===== config.mk =====
export PLATFORM = sky130hd
export DESIGN_NAME = cftm_top
export DESIGN_NICKNAME = d
export VERILOG_FILES = /design/src/core/cftm_pkg.sv /design/src/core/cftm_top.sv
export SDC_FILE = /design/constraint.sdc
export NUM_CORES = 1
export LEC_CHECK = 0
export CAP_MARGIN = 20
export CORE_UTILIZATION = 55
export CTS_CLUSTER_DIAMETER = 150
export CTS_CLUSTER_SIZE = 24
export DETAILED_ROUTE_END_ITERATION = 8
export DONT_BUFFER_PORTS = 1
export PLACE_DENSITY = 0.73
export REMOVE_ABC_BUFFERS = 1
export SLEW_MARGIN = 20
export SYNTH_ARGS = -nofsm -noshare
export SYNTH_HDL_FRONTEND = slang
export SYNTH_SLANG_ARGS = --single-unit

===== constraint.sdc =====
create_clock -name pclk -period 2.2 [get_ports pclk]
set_input_delay 0.22 -clock pclk [delete_from_list [all_inputs] [get_ports pclk]]
set_output_delay 0.22 -clock pclk [all_outputs]
set_load 0.005 [all_outputs]

===== src/core/cftm_pkg.sv =====
// constants for the per-channel test-mode block: register map, fields, mode codes
// assumes a 32-bit APB slave with byte addresses
package cftm_pkg;
    localparam int          CFTM_AW        = 12;
    localparam int          CFTM_IDW       = 29;
    localparam logic [11:0] CFTM_OFF_MODE  = 12'h000;
    localparam logic [11:0] CFTM_OFF_BASIC = 12'h004;
    localparam logic [11:0] CFTM_OFF_FID   = 12'h008;
    localparam logic [11:0] CFTM_OFF_FMASK = 12'h00C;
    localparam logic [11:0] CFTM_OFF_STAT  = 12'h010;
    localparam logic [11:0] CFTM_OFF_LID   = 12'h014;
    localparam logic [2:0]  CFTM_M_NORMAL  = 3'h0;
    localparam logic [2:0]  CFTM_M_BASIC   = 3'h1;
    localparam logic [2:0]  CFTM_M_LISTEN  = 3'h2;
    localparam logic [2:0]  CFTM_M_EXTLB   = 3'h3;
    localparam logic [2:0]  CFTM_M_INTLB   = 3'h4;
    localparam logic [2:0]  CFTM_M_RESTR   = 3'h5;
    localparam int          CFTM_B_HOLD    = 0;
    localparam int          CFTM_B_SACK    = 1;
    localparam int          CFTM_S_REFUSED = 3;
    localparam int          CFTM_S_CNT_LO  = 8;
    localparam logic [2:0]  CFTM_MODE_RST  = 3'h0;
    localparam logic [1:0]  CFTM_BASIC_RST = 2'h0;
    localparam logic [28:0] CFTM_FID_RST   = 29'h0;
    localparam logic [28:0] CFTM_FMASK_RST = 29'h0;
endpackage


===== src/core/cftm_top.sv =====
// per-channel test-mode control between a CAN FD protocol engine and the bus pins
// assumes the engine drives eng_tx (1 = recessive) and flags its own ack slot
// Notes on behaviour
// - channel mode selectable: normal, basic, listen-only, external, internal loopback, restricted
// - basic mode enables individual test settings: hold transmit recessive, self acknowledge
// - listen-only: no ack, no error frames on bus, still receives
// - internal loopback: transmitted bits loop back internally, no bus needed
// - internal loopback: channel acknowledges its own frames
// - loopback: own frames stored when acceptance filter matches identifier
// - external loopback: frames driven on bus and received back
// - external loopback: channel acknowledges its own frames
`timescale 1ns/1ns
module cftm_top
    import cftm_pkg::*;
(
    // clock and reset
    input  wire logic                pclk,
    input  wire logic                presetn,
    // apb slave
    input  wire logic [CFTM_AW-1:0]  paddr,
    input  wire logic                psel,
    input  wire logic                penable,
    input  wire logic                pwrite,
    input  wire logic [31:0]         pwdata,
    output logic      [31:0]         prdata,
    output logic                     pready,
    output logic                     pslverr,
    // protocol engine side
    input  wire logic                eng_tx,
    input  wire logic                eng_ack_slot,
    output logic                     eng_rx,
    input  wire logic                host_tx_req,
    output logic                     eng_tx_req,
    input  wire logic                eng_frame_ok,
    input  wire logic                eng_frame_own,
    input  wire logic [CFTM_IDW-1:0] eng_frame_id,
    output logic                     rx_store,
    output logic      [CFTM_IDW-1:0] rx_store_id,
    // bus pins
    input  wire logic                can_rx,
    output logic                     can_tx
);
    logic [2:0]          mode_q;
    logic [1:0]          basic_q;
    logic [CFTM_IDW-1:0] fid_q;
    logic [CFTM_IDW-1:0] fmask_q;
    logic                refused_q;
    logic [7:0]          cnt_q;
    logic                rx_s1_q;
    logic                rx_s2_q;
    logic                rx_s3_q;
    logic                bus_rx_q;
    logic                wr_en;
    logic                rd_hit;
    logic                m_listen;
    logic                m_ext;
    logic                m_int;
    logic                m_basic;
    logic                loop;
    logic                self_ack;
    logic                tx_d;
    logic                rx_d;
    logic                match;
    logic                store_d;
    logic                clr_refused;
    logic [3:0]          quiet_q;

    function automatic logic mapped(input logic [CFTM_AW-1:0] a);
        mapped = (a == CFTM_OFF_MODE) || (a == CFTM_OFF_BASIC) || (a == CFTM_OFF_FID)
              || (a == CFTM_OFF_FMASK) || (a == CFTM_OFF_STAT) || (a == CFTM_OFF_LID);
    endfunction

    // bus handshake: zero wait states
    assign pready      = 1'b1;
    assign wr_en       = psel && penable && pwrite;
    assign rd_hit      = mapped(paddr);
    assign pslverr     = psel && penable && !rd_hit;
    assign clr_refused = wr_en && (paddr == CFTM_OFF_STAT) && pwdata[CFTM_S_REFUSED];

    // mode decode
    assign m_listen = (mode_q == CFTM_M_LISTEN);
    assign m_ext    = (mode_q == CFTM_M_EXTLB);
    assign m_int    = (mode_q == CFTM_M_INTLB);
    assign m_basic  = (mode_q == CFTM_M_BASIC);
    assign loop     = m_ext || m_int;
    assign self_ack = eng_ack_slot && (loop || (m_basic && basic_q[CFTM_B_SACK]));

    // configuration registers
    always_ff @(posedge pclk or negedge presetn) begin
        if (!presetn) begin
            mode_q  <= CFTM_MODE_RST;
            basic_q <= CFTM_BASIC_RST;
            fid_q   <= CFTM_FID_RST;
            fmask_q <= CFTM_FMASK_RST;
        end else if (wr_en) begin
            unique case (paddr)
                CFTM_OFF_MODE: begin
                    if (pwdata[2:0] <= CFTM_M_RESTR) begin
                        mode_q <= pwdata[2:0];
                    end
                end
                CFTM_OFF_BASIC: basic_q <= pwdata[1:0];
                CFTM_OFF_FID:   fid_q   <= pwdata[CFTM_IDW-1:0];
                CFTM_OFF_FMASK: fmask_q <= pwdata[CFTM_IDW-1:0];
                default: ;
            endcase
        end
    end

    // read data
    always_ff @(posedge pclk or negedge presetn) begin
        if (!presetn) begin
            prdata <= 32'h0;
        end else if (psel && !penable && !pwrite) begin
            unique case (paddr)
                CFTM_OFF_MODE:  prdata <= {29'h0, mode_q};
                CFTM_OFF_BASIC: prdata <= {30'h0, basic_q};
                CFTM_OFF_FID:   prdata <= {3'h0, fid_q};
                CFTM_OFF_FMASK: prdata <= {3'h0, fmask_q};
                CFTM_OFF_STAT:  prdata <= {16'h0, cnt_q, 4'h0, refused_q, mode_q};
                CFTM_OFF_LID:   prdata <= {3'h0, rx_store_id};
                default:        prdata <= 32'h0;
            endcase
        end
    end

    // transmit requests are blocked while silent
    assign eng_tx_req = host_tx_req && !m_listen;

    always_ff @(posedge pclk or negedge presetn) begin
        if (!presetn) begin
            refused_q <= 1'b0;
        end else if (host_tx_req && m_listen) begin
            refused_q <= 1'b1;
        end else if (clr_refused) begin
            refused_q <= 1'b0;
        end
    end

    // cycles spent silent, saturating, for the long-hold check
    always_ff @(posedge pclk or negedge presetn) begin
        if (!presetn) begin
            quiet_q <= 4'h0;
        end else if (!m_listen) begin
            quiet_q <= 4'h0;
        end else if (quiet_q != 4'hF) begin
            quiet_q <= quiet_q + 4'h1;
        end
    end

    // bus receive synchroniser, change taken when stages two and three agree
    always_ff @(posedge pclk or negedge presetn) begin
        if (!presetn) begin
            rx_s1_q  <= 1'b1;
            rx_s2_q  <= 1'b1;
            rx_s3_q  <= 1'b1;
            bus_rx_q <= 1'b1;
        end else begin
            rx_s1_q <= can_rx;
            rx_s2_q <= rx_s1_q;
            rx_s3_q <= rx_s2_q;
            if (rx_s2_q == rx_s3_q) begin
                bus_rx_q <= rx_s3_q;
            end
        end
    end

    // pin and engine receive routing
    always_comb begin
        tx_d = eng_tx;
        rx_d = bus_rx_q;
        unique case (1'b1)
            m_listen: tx_d = 1'b1;
            m_int: begin
                tx_d = 1'b1;
                rx_d = eng_tx && !self_ack;
            end
            m_ext: rx_d = bus_rx_q && eng_tx && !self_ack;
            m_basic: begin
                tx_d = eng_tx || basic_q[CFTM_B_HOLD];
                rx_d = bus_rx_q && !self_ack;
            end
            default: ;
        endcase
    end

    always_ff @(posedge pclk or negedge presetn) begin
        if (!presetn) begin
            can_tx <= 1'b1;
            eng_rx <= 1'b1;
        end else begin
            can_tx <= tx_d;
            eng_rx <= rx_d;
        end
    end

    // acceptance of completed frames, own frames only in loopback
    assign match   = ((eng_frame_id ^ fid_q) & fmask_q) == '0;
    assign store_d = eng_frame_ok && match && (!eng_frame_own || loop);

    always_ff @(posedge pclk or negedge presetn) begin
        if (!presetn) begin
            rx_store    <= 1'b0;
            rx_store_id <= '0;
            cnt_q       <= 8'h0;
        end else begin
            rx_store <= store_d;
            if (store_d) begin
                rx_store_id <= eng_frame_id;
                cnt_q       <= cnt_q + 8'h1;
            end
        end
    end
endmodule


==> key figures, run 1 <==
STA
  • Final hold slack: -0.500 ns
  • Period utilization: 1.09
  • Period minus WS final: 2.39 ns
  • Hold Vio Cnt, Final: 137
  • Fin. max-slew vios: 0
  • RSZ-0062 raised after global routing: yes
  • Maximum operating frequency: 0.418 GHz
  • Final setup viols: 36
  • Final WS setup: -0.193 ns
  • Skew final: 0.00653 ns

Floorplanning
  • Core Region: 11400 µm²
  • Ports: 151
  • Die Ht: 110 µm
  • Die Area: 12100 µm²
  • Die Wd: 110 µm
  • Number of core rows: 39
  • Initial Util: 0.563

Synth
  • Register area share after synthesis: 0.534
  • Top cell type's share of synthesized area: 0.510
  • Yosys Warn Count: 0
  • Syn avg cell area: 12.6 µm²
  • Number of synthesized flops with an enable pin: 0
  • Synth top area cells: dfrtp_1 51%, mux2_2 16%, xor2_1 4.6%
  • Most used DFF post-synth: dfrtp_1
  • Post-synthesis cell count: 510
  • Post-Syn Area: 6430 µm²
  • FFs w/ async S/R, synth: 1.00
  • Cell taking the most area after synthesis: dfrtp_1
  • Netlist cell types: 49
  • Yosys reg bits: 137

Critical path
  • Crit path kind: reg -> reg
  • R2r endpoint: rx_store_id[23]
  • Worst R2R Start: mode_q[0]
  • Crit path max fanout: 13
  • CP Launch Type: register
  • R2R setup slack: -0.19 ns
  • Critical path arrival: 2.69 ns
  • Nature of the critical path endpoint: register
  • Worst Path Required: 2.49 ns
  • R2R cell count: 6

Power and ir drop
  • PnR Total Power: 6.01 mW
  • Leakage: 3.95 nW
  • Max VDD drop: 0.000586 V
  • Pwr per Cell Area: 720 nW/µm²

Cells and area
  • Commonest non-fill, non-tap cell in the layout: dfrtp_1
  • Most frequent cells in the layout: 131 x dfrtp_1, 92 x mux2_2, 66 x buf_4
  • Final nets: 722
  • Cell area after layout: 8340 µm²
  • Multi-input gate area: 2920 µm²
  • Fillcell total: 776
  • FF+latch area: 3440 µm²
  • Core Util, Final: 0.731
  • Share of layout cells above drive strength 1: 0.356
  • Area added between synthesis and finish: 29.8%

Drt
  • Initial DRC count: 328
  • Vias per cell: 6.00
  • Routed WL: 17300 µm
  • Routed WL per cell: 21.8 µm
  • Drt pass-1 iters: 5
  • Antenna viol nets, final: 0
  • Routed vias: 4764
  • Residual DRC: 0

Hold path
  • Worst min-delay path class: in -> async

Flow run
  • Max-Cap Viols: 0

CTS
  • Max H-tree Level: 4
  • Hold-fix buffers, CTS: 61
  • CTS tree: done
  • Cts bufs inserted: 17
  • Clk root buf: clkbuf_16
  • Skew-Pair Late Insertion Delay: 0.42 ns
  • Clk slew on worst S/H paths: 0.06 ns
  • Clock sinks: 137
  • Maximum buffer depth of the clock tree: 2

Global routing
  • First-pass GRT wire length: 26100 µm
  • Largest net degree at the start of global routing: 138
  • Grt ovf: 0
  • Gr usage total: 0.297
  • Vias in the first global route: 5119
  • Initial antenna violation count: 1

Placement
  • Placer Congestion: 0.860
  • Placement-stage worst setup slack: -0.417 ns
  • Post-DP HPWL: 11200 µm
  • Placed inst area: 7040 µm²
  • Port bufs: 0

Run status
  • Violated checks: negative hold slack, negative setup slack
  • Status: finished, violations left
## through the flow
| step | instances | hold WS, ns | TNS (ns) |
|---|---|---|---|
| after detailed placement | 697 | -0.0711 | -30.22 |
| after global routing | 793 | -0.517 | -7.11 |
| after floorplan | 481 | -0.0756 | -53.58 |
| after global placement | 697 | -0.0704 | -26.07 |
| final | 794 | -0.500 | -4.97 |
| after CTS | 791 | -0.516 | -4.59 |
## worst max-delay path: stages, from the launching register on
cell and delay, ns:
dfrtp_1 0.38, or3b_4 0.40, o211ai_1 0.15, nand4_1 0.20, or4_4 0.67, buf_12 0.20, mux2_2 0.27
## flip-flops by register name, indices dropped and copies added (netlist names)
name	flops
fid_q	29
fmask_q	29
prdata	29
rx_store_id	29
cnt_q	8
mode_q	3
basic_q	2
bus_rx_q	1
can_tx	1
eng_rx	1
refused_q	1
rx_s1_q	1
rx_s2_q	1
rx_s3_q	1
rx_store	1
## per-layer routing
metal | vias to the layer above | share of wire | global-route usage
met5 | - | 0 | 0
met4 | 0 | 0.024 | 0.129
met3 | 38 | 0.067 | 0.0747
met2 | 194 | 0.52 | 0.524
met1 | 2426 | 0.39 | 0.342
li1 | 2106 | - | -
## worst max path at each step
stage                     slack (ns)  cells past startpoint      start              end
after floorplan                -0.77                      4   paddr[9]         fid_q[0]
after CTS                      -0.17                      6  mode_q[0]   rx_store_id[5]
final                          -0.19                      6  mode_q[0]  rx_store_id[23]
after global routing           -0.25                      6  mode_q[0]  rx_store_id[19]
after global placement         -0.37                      6  fid_q[28]  rx_store_id[18]
after detailed placement       -0.42                      6  fid_q[28]   rx_store_id[5]
## timing repair
item,in CTS,in global routing
cloned,1,0
pin swaps,7,6
endpoints found under the setup margin,37,37
endpoints found under the hold margin,232,137
resized for setup,20,6
setup buffers,1,1
## synth_stat cells, drive strengths merged, types with 5 or more instances
cell	count
a221o	9
a22oi	31
buf	21
clkbuf	10
dfrtp	131
dfstp	6
inv	6
mux2	112
mux2i	9
nand2	41
nand3	5
nand4	6
nor2	10
nor4	6
o21ai	32
xor2	34
## report_power, final
part           switching [mW]  internal, mW
sequential              0.204          2.69
clock                    1.03          1.56
combinational           0.241         0.272
total                    1.48          4.53
## cell families (layout without fill, tap and decap cells)
| logic type | count (synthesis) | in the layout | synth area share |
|---|---|---|---|
| flops | 137 | 137 | 0.534 |
| mux | 121 | 121 | 0.216 |
| compound gates | 87 | 87 | 0.0924 |
| simple gates | 87 | 88 | 0.0710 |
| xor+xnor | 37 | 37 | 0.0504 |
| buf+inv | 37 | 173 | 0.0311 |
| fa+ha+maj | 2 | 2 | 0.00350 |
| other cells | 2 | 6 | 0.00117 |
## final cells by class
| type | count | area share |
|---|---|---|
| diodes | 2 | 0.000600 |
| clock buffers | 22 | 0.0544 |
| clock inverters | 9 | 0.00915 |
| inverters | 6 | 0.00270 |
| multi-input cells | 339 | 0.349 |
| flip-flops and latches | 137 | 0.412 |
| well taps | 143 | 0.0214 |
| repair buffers | 136 | 0.150 |
Power figures use the tool's default switching activity.
==> run 2: changes to the inputs <==
Settings changed: ABC_AREA set to 1.
==> run 2 against run 1 <==
The flow finishes with violations (negative hold slack). Count of clock-buffer cells in the layout rose by 2. Via count rose by 29%. Register-to-register slack better by 0.42 ns. Critical path depth increased by 5. Sequential power down 4%. Critical endpoint is now rx_store_id[6]. Highest routed layer unchanged.
==> key figures, run 2 <==
Run status
  • Status: finished, violations left
  • Violated checks: negative hold slack

CTS
  • Clk root buf: clkbuf_16
  • Skew-Pair Late Insertion Delay: 0.42 ns (about the same)
  • Hold-fix buffers, CTS: 60 (-1.6%)
  • CTS tree: done
  • Post_cts resized: 0 (-100%)
  • Max H-tree Level: 4 (unchanged)
  • Postcts setup bufs: 0 (-1)
  • Clk slew on worst S/H paths: 0.06 ns (about the same)
  • Clock sinks: 137 (unchanged)
  • Maximum buffer depth of the clock tree: 2 (unchanged)
  • Cts bufs inserted: 17 (unchanged)

Floorplanning
  • Initial Util: 0.572 (+0.00901)
  • Core Region: 12200 µm² (+6.9%)
  • Die Ht: 115 µm (+4.2%)
  • Ports: 151 (unchanged)
  • Die Wd: 115 µm (+4.2%)
  • Die Area: 13200 µm² (+8.5%)
  • Number of core rows: 40 (+2.6%)

STA
  • Hold Vio Cnt, Final: 137 (unchanged)
  • Slew margin rel.: 0.554
  • Period utilization: 0.898 (-0.190)
  • Worst Tran Pin Value: 0.665 ns
  • Final hold slack: -0.505 ns (-0.00480 ns)
  • Period minus WS final: 1.97 ns (-0.418 ns)
  • Skew final: 0.00995 ns (+0.00342 ns)
  • RSZ-0062 raised after global routing: no
  • Fin. max-slew vios: 0 (unchanged)
  • Setup tns final: 0 ns (+4.97 ns)
  • Final setup viols: 0 (-100%)
  • Maximum operating frequency: 0.506 GHz (+21%)

Synth
  • Netlist cell types: 35 (-29%)
  • Post-Syn Area: 6990 µm² (+8.7%)
  • Multiplexer area fraction after synthesis: 0 (-0.216)
  • Most used DFF post-synth: dfrtp_1
  • Yosys Warn Count: 0 (unchanged)
  • Number of synthesized flops with an enable pin: 0 (unchanged)
  • Most frequent cell after synthesis: nand2_1
  • Syn avg cell area: 7.46 µm² (-41%)
  • Top cell type's share of synthesized area: 0.469 (-0.0406)
  • Cell taking the most area after synthesis: dfrtp_1
  • Synth Area in XOR/XNOR: 0.00251 (-0.0479)
  • Largest family of logic cells by synthesized area: simple AND/OR/NAND/NOR gates
  • Synth top area cells: dfrtp_1 47%, nand2_1 21%, inv_1 6.0%
  • Complex-gate fraction of the synthesized area: 0.107 (+0.0145)
  • Synth Area in Adders: 0.00322 (-0.000279)
  • Post-synthesis cell count: 937 (+84%)
  • Simple logic cell fraction of the synthesized area: 0.297 (+0.226)
  • Post-synth top cells: 382 x nand2_1, 131 x dfrtp_1, 111 x inv_1, 75 x o21ai_1, 46 x o21ai_0
  • Register area share after synthesis: 0.492 (-0.0426)
  • FFs w/ async S/R, synth: 1.00 (unchanged)
  • Yosys reg bits: 137 (unchanged)

Power and ir drop
  • Pwr per Cell Area: 738 nW/µm² (+2.5%)
  • Max VDD drop: 0.000556 V (-5.1%)
  • Leakage: 4.19 nW (+6.1%)

Cells and area
  • Layout Cells excl Fill: 1178 (+48%)
  • Fillcell total: 1047 (+35%)
  • Commonest non-fill, non-tap cell in the layout: nand2_1
  • Share of layout cells above drive strength 1: 0.0673 (-0.289)
  • Antenna diodes: 0 (-2)
  • Area added between synthesis and finish: 19.1%
  • Cell area after layout: 8320 µm² (-0.24%)
  • Most frequent cells in the layout: 381 x nand2_1, 131 x dfrtp_1, 111 x inv_1
  • Core Util, Final: 0.682 (-0.0491)
  • Final nets: 1082 (+50%)

Drt
  • Vias per cell: 5.22 (-13%)
  • Antenna viol nets, final: 0 (unchanged)
  • Routed WL: 18000 µm (+3.7%)
  • Routed WL per cell: 15.3 µm (-30%)
  • Drt pass-1 iters: 5 (unchanged)
  • Routed vias: 6144 (+29%)
  • Initial DRC count: 473 (+44%)
  • Residual DRC: 0 (unchanged)

Global routing
  • Largest net degree at the start of global routing: 138 (unchanged)
  • Gr usage total: 0.294 (-0.00371)
  • Grt ovf: 0 (unchanged)
  • Initial antenna violation count: 0 (-1)
  • First-pass GRT wire length: 29200 µm (+12%)
  • Vias in the first global route: 6077 (+19%)

Critical path
  • Critical path arrival: 2.28 ns (-0.41 ns)
  • Nature of the critical path endpoint: register
  • R2R cell count: 11 (+5)
  • Critical Path Start: fid_q[21]
  • R2R setup slack: 0.23 ns (+0.42 ns)
  • Crit path kind: reg -> reg
  • R2r endpoint: rx_store_id[6]
  • Worst Path Required: 2.51 ns (+0.02 ns)
  • Crit path max fanout: 22 (+9)
  • CP Launch Type: register
  • Worst R2R Start: fid_q[21]

Hold path
  • Worst min-delay path class: in -> async

Placement
  • Port bufs: 0 (unchanged)
  • Placer Congestion: 0.857 (-0.36%)
  • Placed insts: 1086 (+56%)
  • Post-DP HPWL: 11700 µm (+4.8%)
  • Placed inst area: 7110 µm² (+0.92%)

Flow run
  • Max-Cap Viols: 0 (unchanged)
-- run 2: changes by cell type in the layout (fill, tap and decap cells not counted), sizes merged, moves of 31 or more --
cell | previous run | this run
a22oi | 31 | 0
buf | 75 | 14
inv | 6 | 115
mux2 | 112 | 0
nand2 | 41 | 383
nand3 | 5 | 49
nor2 | 10 | 49
o21ai | 32 | 121
xor2 | 34 | 1
-- run 2: worst max path at each step --
stage	endpoint	cells past startpoint
global placement	rx_store_id[27]	11
CTS	rx_store_id[17]	11
global route	rx_store_id[28]	11
detailed placement	rx_store_id[6]	11
finish	rx_store_id[6]	11
floorplan	fmask_q[0]	5
-- run 2: metal layers --
layer,GRT usage,share of wire,vias up
met1,0.369,0.44,2896
met2,0.492,0.49,161
met5,0,0,-
met4,0.0996,0.014,0
li1,-,-,3062
met3,0.0789,0.062,25
-- run 2: logic make-up (layout without fill, tap and decap cells) --
logic type | Yosys count | in the layout
other cells | 2 | 4
simple gates | 503 | 503
compound gates | 140 | 140
fa+ha+maj | 2 | 2
flops | 137 | 137
xor+xnor | 2 | 2
buf+inv | 151 | 222
-- run 2: where the power goes --
part / internal (mW) / switching, mW
Combinational: 0.179 / 0.213
Clock: 1.95 / 1.03
Sequential: 2.64 / 0.128
Total: 4.77 / 1.37
-- run 2: per-stage QoR --
step	setup slack (ns)	power [mW]	hold WS, ns
2_1_floorplan	-0.722	3.00	-0.0756
3_3_place_gp	0.279	3.10	-0.0730
3_5_place_dp	0.243	3.11	-0.0728
4_1_cts	0.199	6.18	-0.520
5_1_grt	0.0313	6.36	-0.527
6_report	0.225	6.14	-0.505
-- run 2: worst max-delay path: stages, from the launching register on --
cell and delay (ns):
dfrtp_1 0.39, inv_1 0.08, nand2_1 0.06, nand3_1 0.10, nand2_1 0.06, nor2_1 0.16
nand2_1 0.12, nor2_4 0.22, nand3_4 0.23, buf_4 0.29, nand2_1 0.10, o21ai_1 0.06
-- run 2: layout make-up --
| cell class | instances | area [µm²] | area share |
|---|---|---|---|
| flip-flops and latches | 137 | 3440 | 0.413 |
| multi-input cells | 651 | 2890 | 0.347 |
| repair buffers | 74 | 731 | 0.0878 |
| clock buffers | 24 | 472 | 0.0567 |
| inverters | 116 | 440 | 0.0529 |
| well taps | 168 | 210 | 0.0253 |
| clock inverters | 8 | 143 | 0.0171 |
==> run 3: changes to the inputs <==
Settings changed: HOLD_SLACK_MARGIN set to 0.1.
==> run 3 against run 2 <==
The flow still finishes with violations (negative hold slack). Global-route usage grew 0.092 points. Combinational power is 1% higher. Cell count rose by 0.34%. Power about the same. First-iteration DRC count shrank 11%. Count of clock-buffer cells in the layout unchanged.
==> key figures, run 3 (same netlist as run 2, synthesis figures left out) <==
Placement
  • Placement-stage worst setup slack: 0.243 ns (unchanged)
  • Port bufs: 0 (unchanged)
  • Post-DP HPWL: 11700 µm (unchanged)
  • Placed insts: 1086 (unchanged)
  • Placer Congestion: 0.857 (unchanged)
  • Placed inst area: 7110 µm² (unchanged)

STA
  • Setup tns final: 0 ns (unchanged)
  • Period minus WS final: 1.97 ns (-0.00210 ns)
  • Maximum operating frequency: 0.507 GHz (+0.11%)
  • Worst Tran Pin Value: 0.667 ns (+0.00230 ns)
  • Final hold slack: -0.505 ns (-0.000364 ns)
  • Fin. max-slew vios: 0 (unchanged)
  • Period utilization: 0.897 (-0.000956)
  • Final setup viols: 0 (unchanged)
  • Skew final: 0.00735 ns (-0.00260 ns)
  • Hold Vio Cnt, Final: 137 (unchanged)
  • Final WS setup: 0.227 ns (+0.00210 ns)
  • RSZ-0062 raised after global routing: no
  • Slew margin rel.: 0.552 (-0.00155)

Flow run
  • Max-Cap Viols: 0 (unchanged)

Critical path
  • CP Launch Type: register
  • Nature of the critical path endpoint: register
  • Critical path arrival: 2.27 ns (about the same)
  • Crit path kind: reg -> reg
  • Worst Path Required: 2.50 ns (about the same)
  • Crit path max fanout: 22 (unchanged)

Drt
  • Initial DRC count: 422 (-11%)
  • Routed WL: 18100 µm (+0.53%)
  • Routed vias: 6192 (+0.78%)
  • Routed WL per cell: 15.3 µm (+0.19%)
  • Drt pass-1 iters: 5 (unchanged)
  • Residual DRC: 0 (unchanged)
  • Antenna viol nets, final: 0 (unchanged)
  • Vias per cell: 5.24 (+0.44%)

CTS
  • Hold-fix buffers, CTS: 64 (+6.7%)
  • Cts bufs inserted: 17 (unchanged)
  • Clock sinks: 137 (unchanged)
  • Clk slew on worst S/H paths: 0.06 ns (about the same)
  • Maximum buffer depth of the clock tree: 2 (unchanged)
  • Postcts setup bufs: 0 (unchanged)
  • Skew-Pair Late Insertion Delay: 0.42 ns (about the same)
  • Post_cts resized: 0 (unchanged)
  • CTS tree: done
  • Clk root buf: clkbuf_16
  • Max H-tree Level: 4 (unchanged)

Cells and area
  • Final nets: 1086 (+0.37%)
  • Area added between synthesis and finish: 19.7%
  • Core Util, Final: 0.685 (+0.00328)
  • Antenna diodes: 0 (unchanged)
  • Share of layout cells above drive strength 1: 0.0671 (-0.000266)
  • Commonest non-fill, non-tap cell in the layout: nand2_1
  • Layout Cells excl Fill: 1182 (+0.34%)
  • Cell area after layout: 8360 µm² (+0.48%)
  • Fillcell total: 1044 (-0.29%)
  • Most frequent cells in the layout: 381 x nand2_1, 131 x dfrtp_1, 111 x inv_1

Floorplanning
  • Ports: 151 (unchanged)
  • Die Area: 13200 µm² (unchanged)
  • Die Wd: 115 µm (unchanged)
  • Die Ht: 115 µm (unchanged)
  • Initial Util: 0.572 (unchanged)
  • Number of core rows: 40 (unchanged)
  • Core Region: 12200 µm² (unchanged)

Hold path
  • Worst min-delay path class: in -> async

Global routing
  • Gr usage total: 0.294 (+0.000923)
  • First-pass GRT wire length: 29400 µm (+0.38%)
  • Vias in the first global route: 6104 (+0.44%)
  • Grt ovf: 0 (unchanged)
  • Largest net degree at the start of global routing: 138 (unchanged)
  • Initial antenna violation count: 0 (unchanged)

Power and ir drop
  • Leakage: 4.20 nW (+0.33%)
  • Max VDD drop: 0.000555 V (-0.15%)
  • Pwr per Cell Area: 735 nW/µm² (-0.39%)

Run status
  • Status: finished, violations left
  • Violated checks: negative hold slack
[run 3: final cells by class]
cell class / instances / area [µm²] / share of cell area
Sequential cell: 137 / 3440 / 0.411
Multi-Input combinational cell: 651 / 2890 / 0.346
Timing Repair Buffer: 78 / 771 / 0.0922
Clock buffer: 24 / 472 / 0.0564
Inverter: 116 / 440 / 0.0527
Tap cell: 168 / 210 / 0.0251
Clock inverter: 8 / 143 / 0.0171
[run 3: through the flow]
step | power, mW | hold slack [ns]
after floorplan | 3.00 | -0.0756
after global routing | 6.36 | -0.527
final | 6.15 | -0.505
after CTS | 6.18 | -0.520
after global placement | 3.10 | -0.0730
after detailed placement | 3.11 | -0.0728
[run 3: metal layers]
| layer | global-route usage | wire (µm) | vias to the layer above |
|---|---|---|---|
| li1 | - | - | 3072 |
| met1 | 0.370 | 7960 | 2921 |
| met2 | 0.494 | 8740 | 171 |
| met3 | 0.0789 | 1070 | 28 |
| met4 | 0.0996 | 295 | 0 |
| met5 | 0 | 0 | - |
[run 3: path summary, 6_finish.rpt]
check | start | to | slack [ns] | cells after the start
setup reg to reg | fid_q[21] | rx_store_id[17] | 0.23 | 11
hold reg to reg | rx_s1_q | rx_s2_q | 0.35 | 0
max in group asynchronous | presetn | fmask_q[22] | 2.44 | 0
setup / recovery | fid_q[21] | rx_store_id[17] | 0.23 | 11
hold / removal | presetn | mode_q[2] | -0.51 | 0
min in group pclk | eng_frame_ok | cnt_q[5] | 0.19 | 6
[run 3: power by group]
part           total, mW  internal, mW  switching, mW
clock               2.98          1.95           1.03
sequential          2.77          2.64          0.129
combinational      0.396         0.182          0.214
[run 3: critical path, stage by stage (launching register included)]
cell     delay, ns
dfrtp_1       0.39
inv_1         0.08
nand2_1       0.06
nand3_1       0.10
nand2_1       0.06
nor2_1        0.16
nand2_1       0.12
nor2_4        0.21
nand3_4       0.23
buf_4         0.29
nand2_1       0.09
o21ai_1       0.07
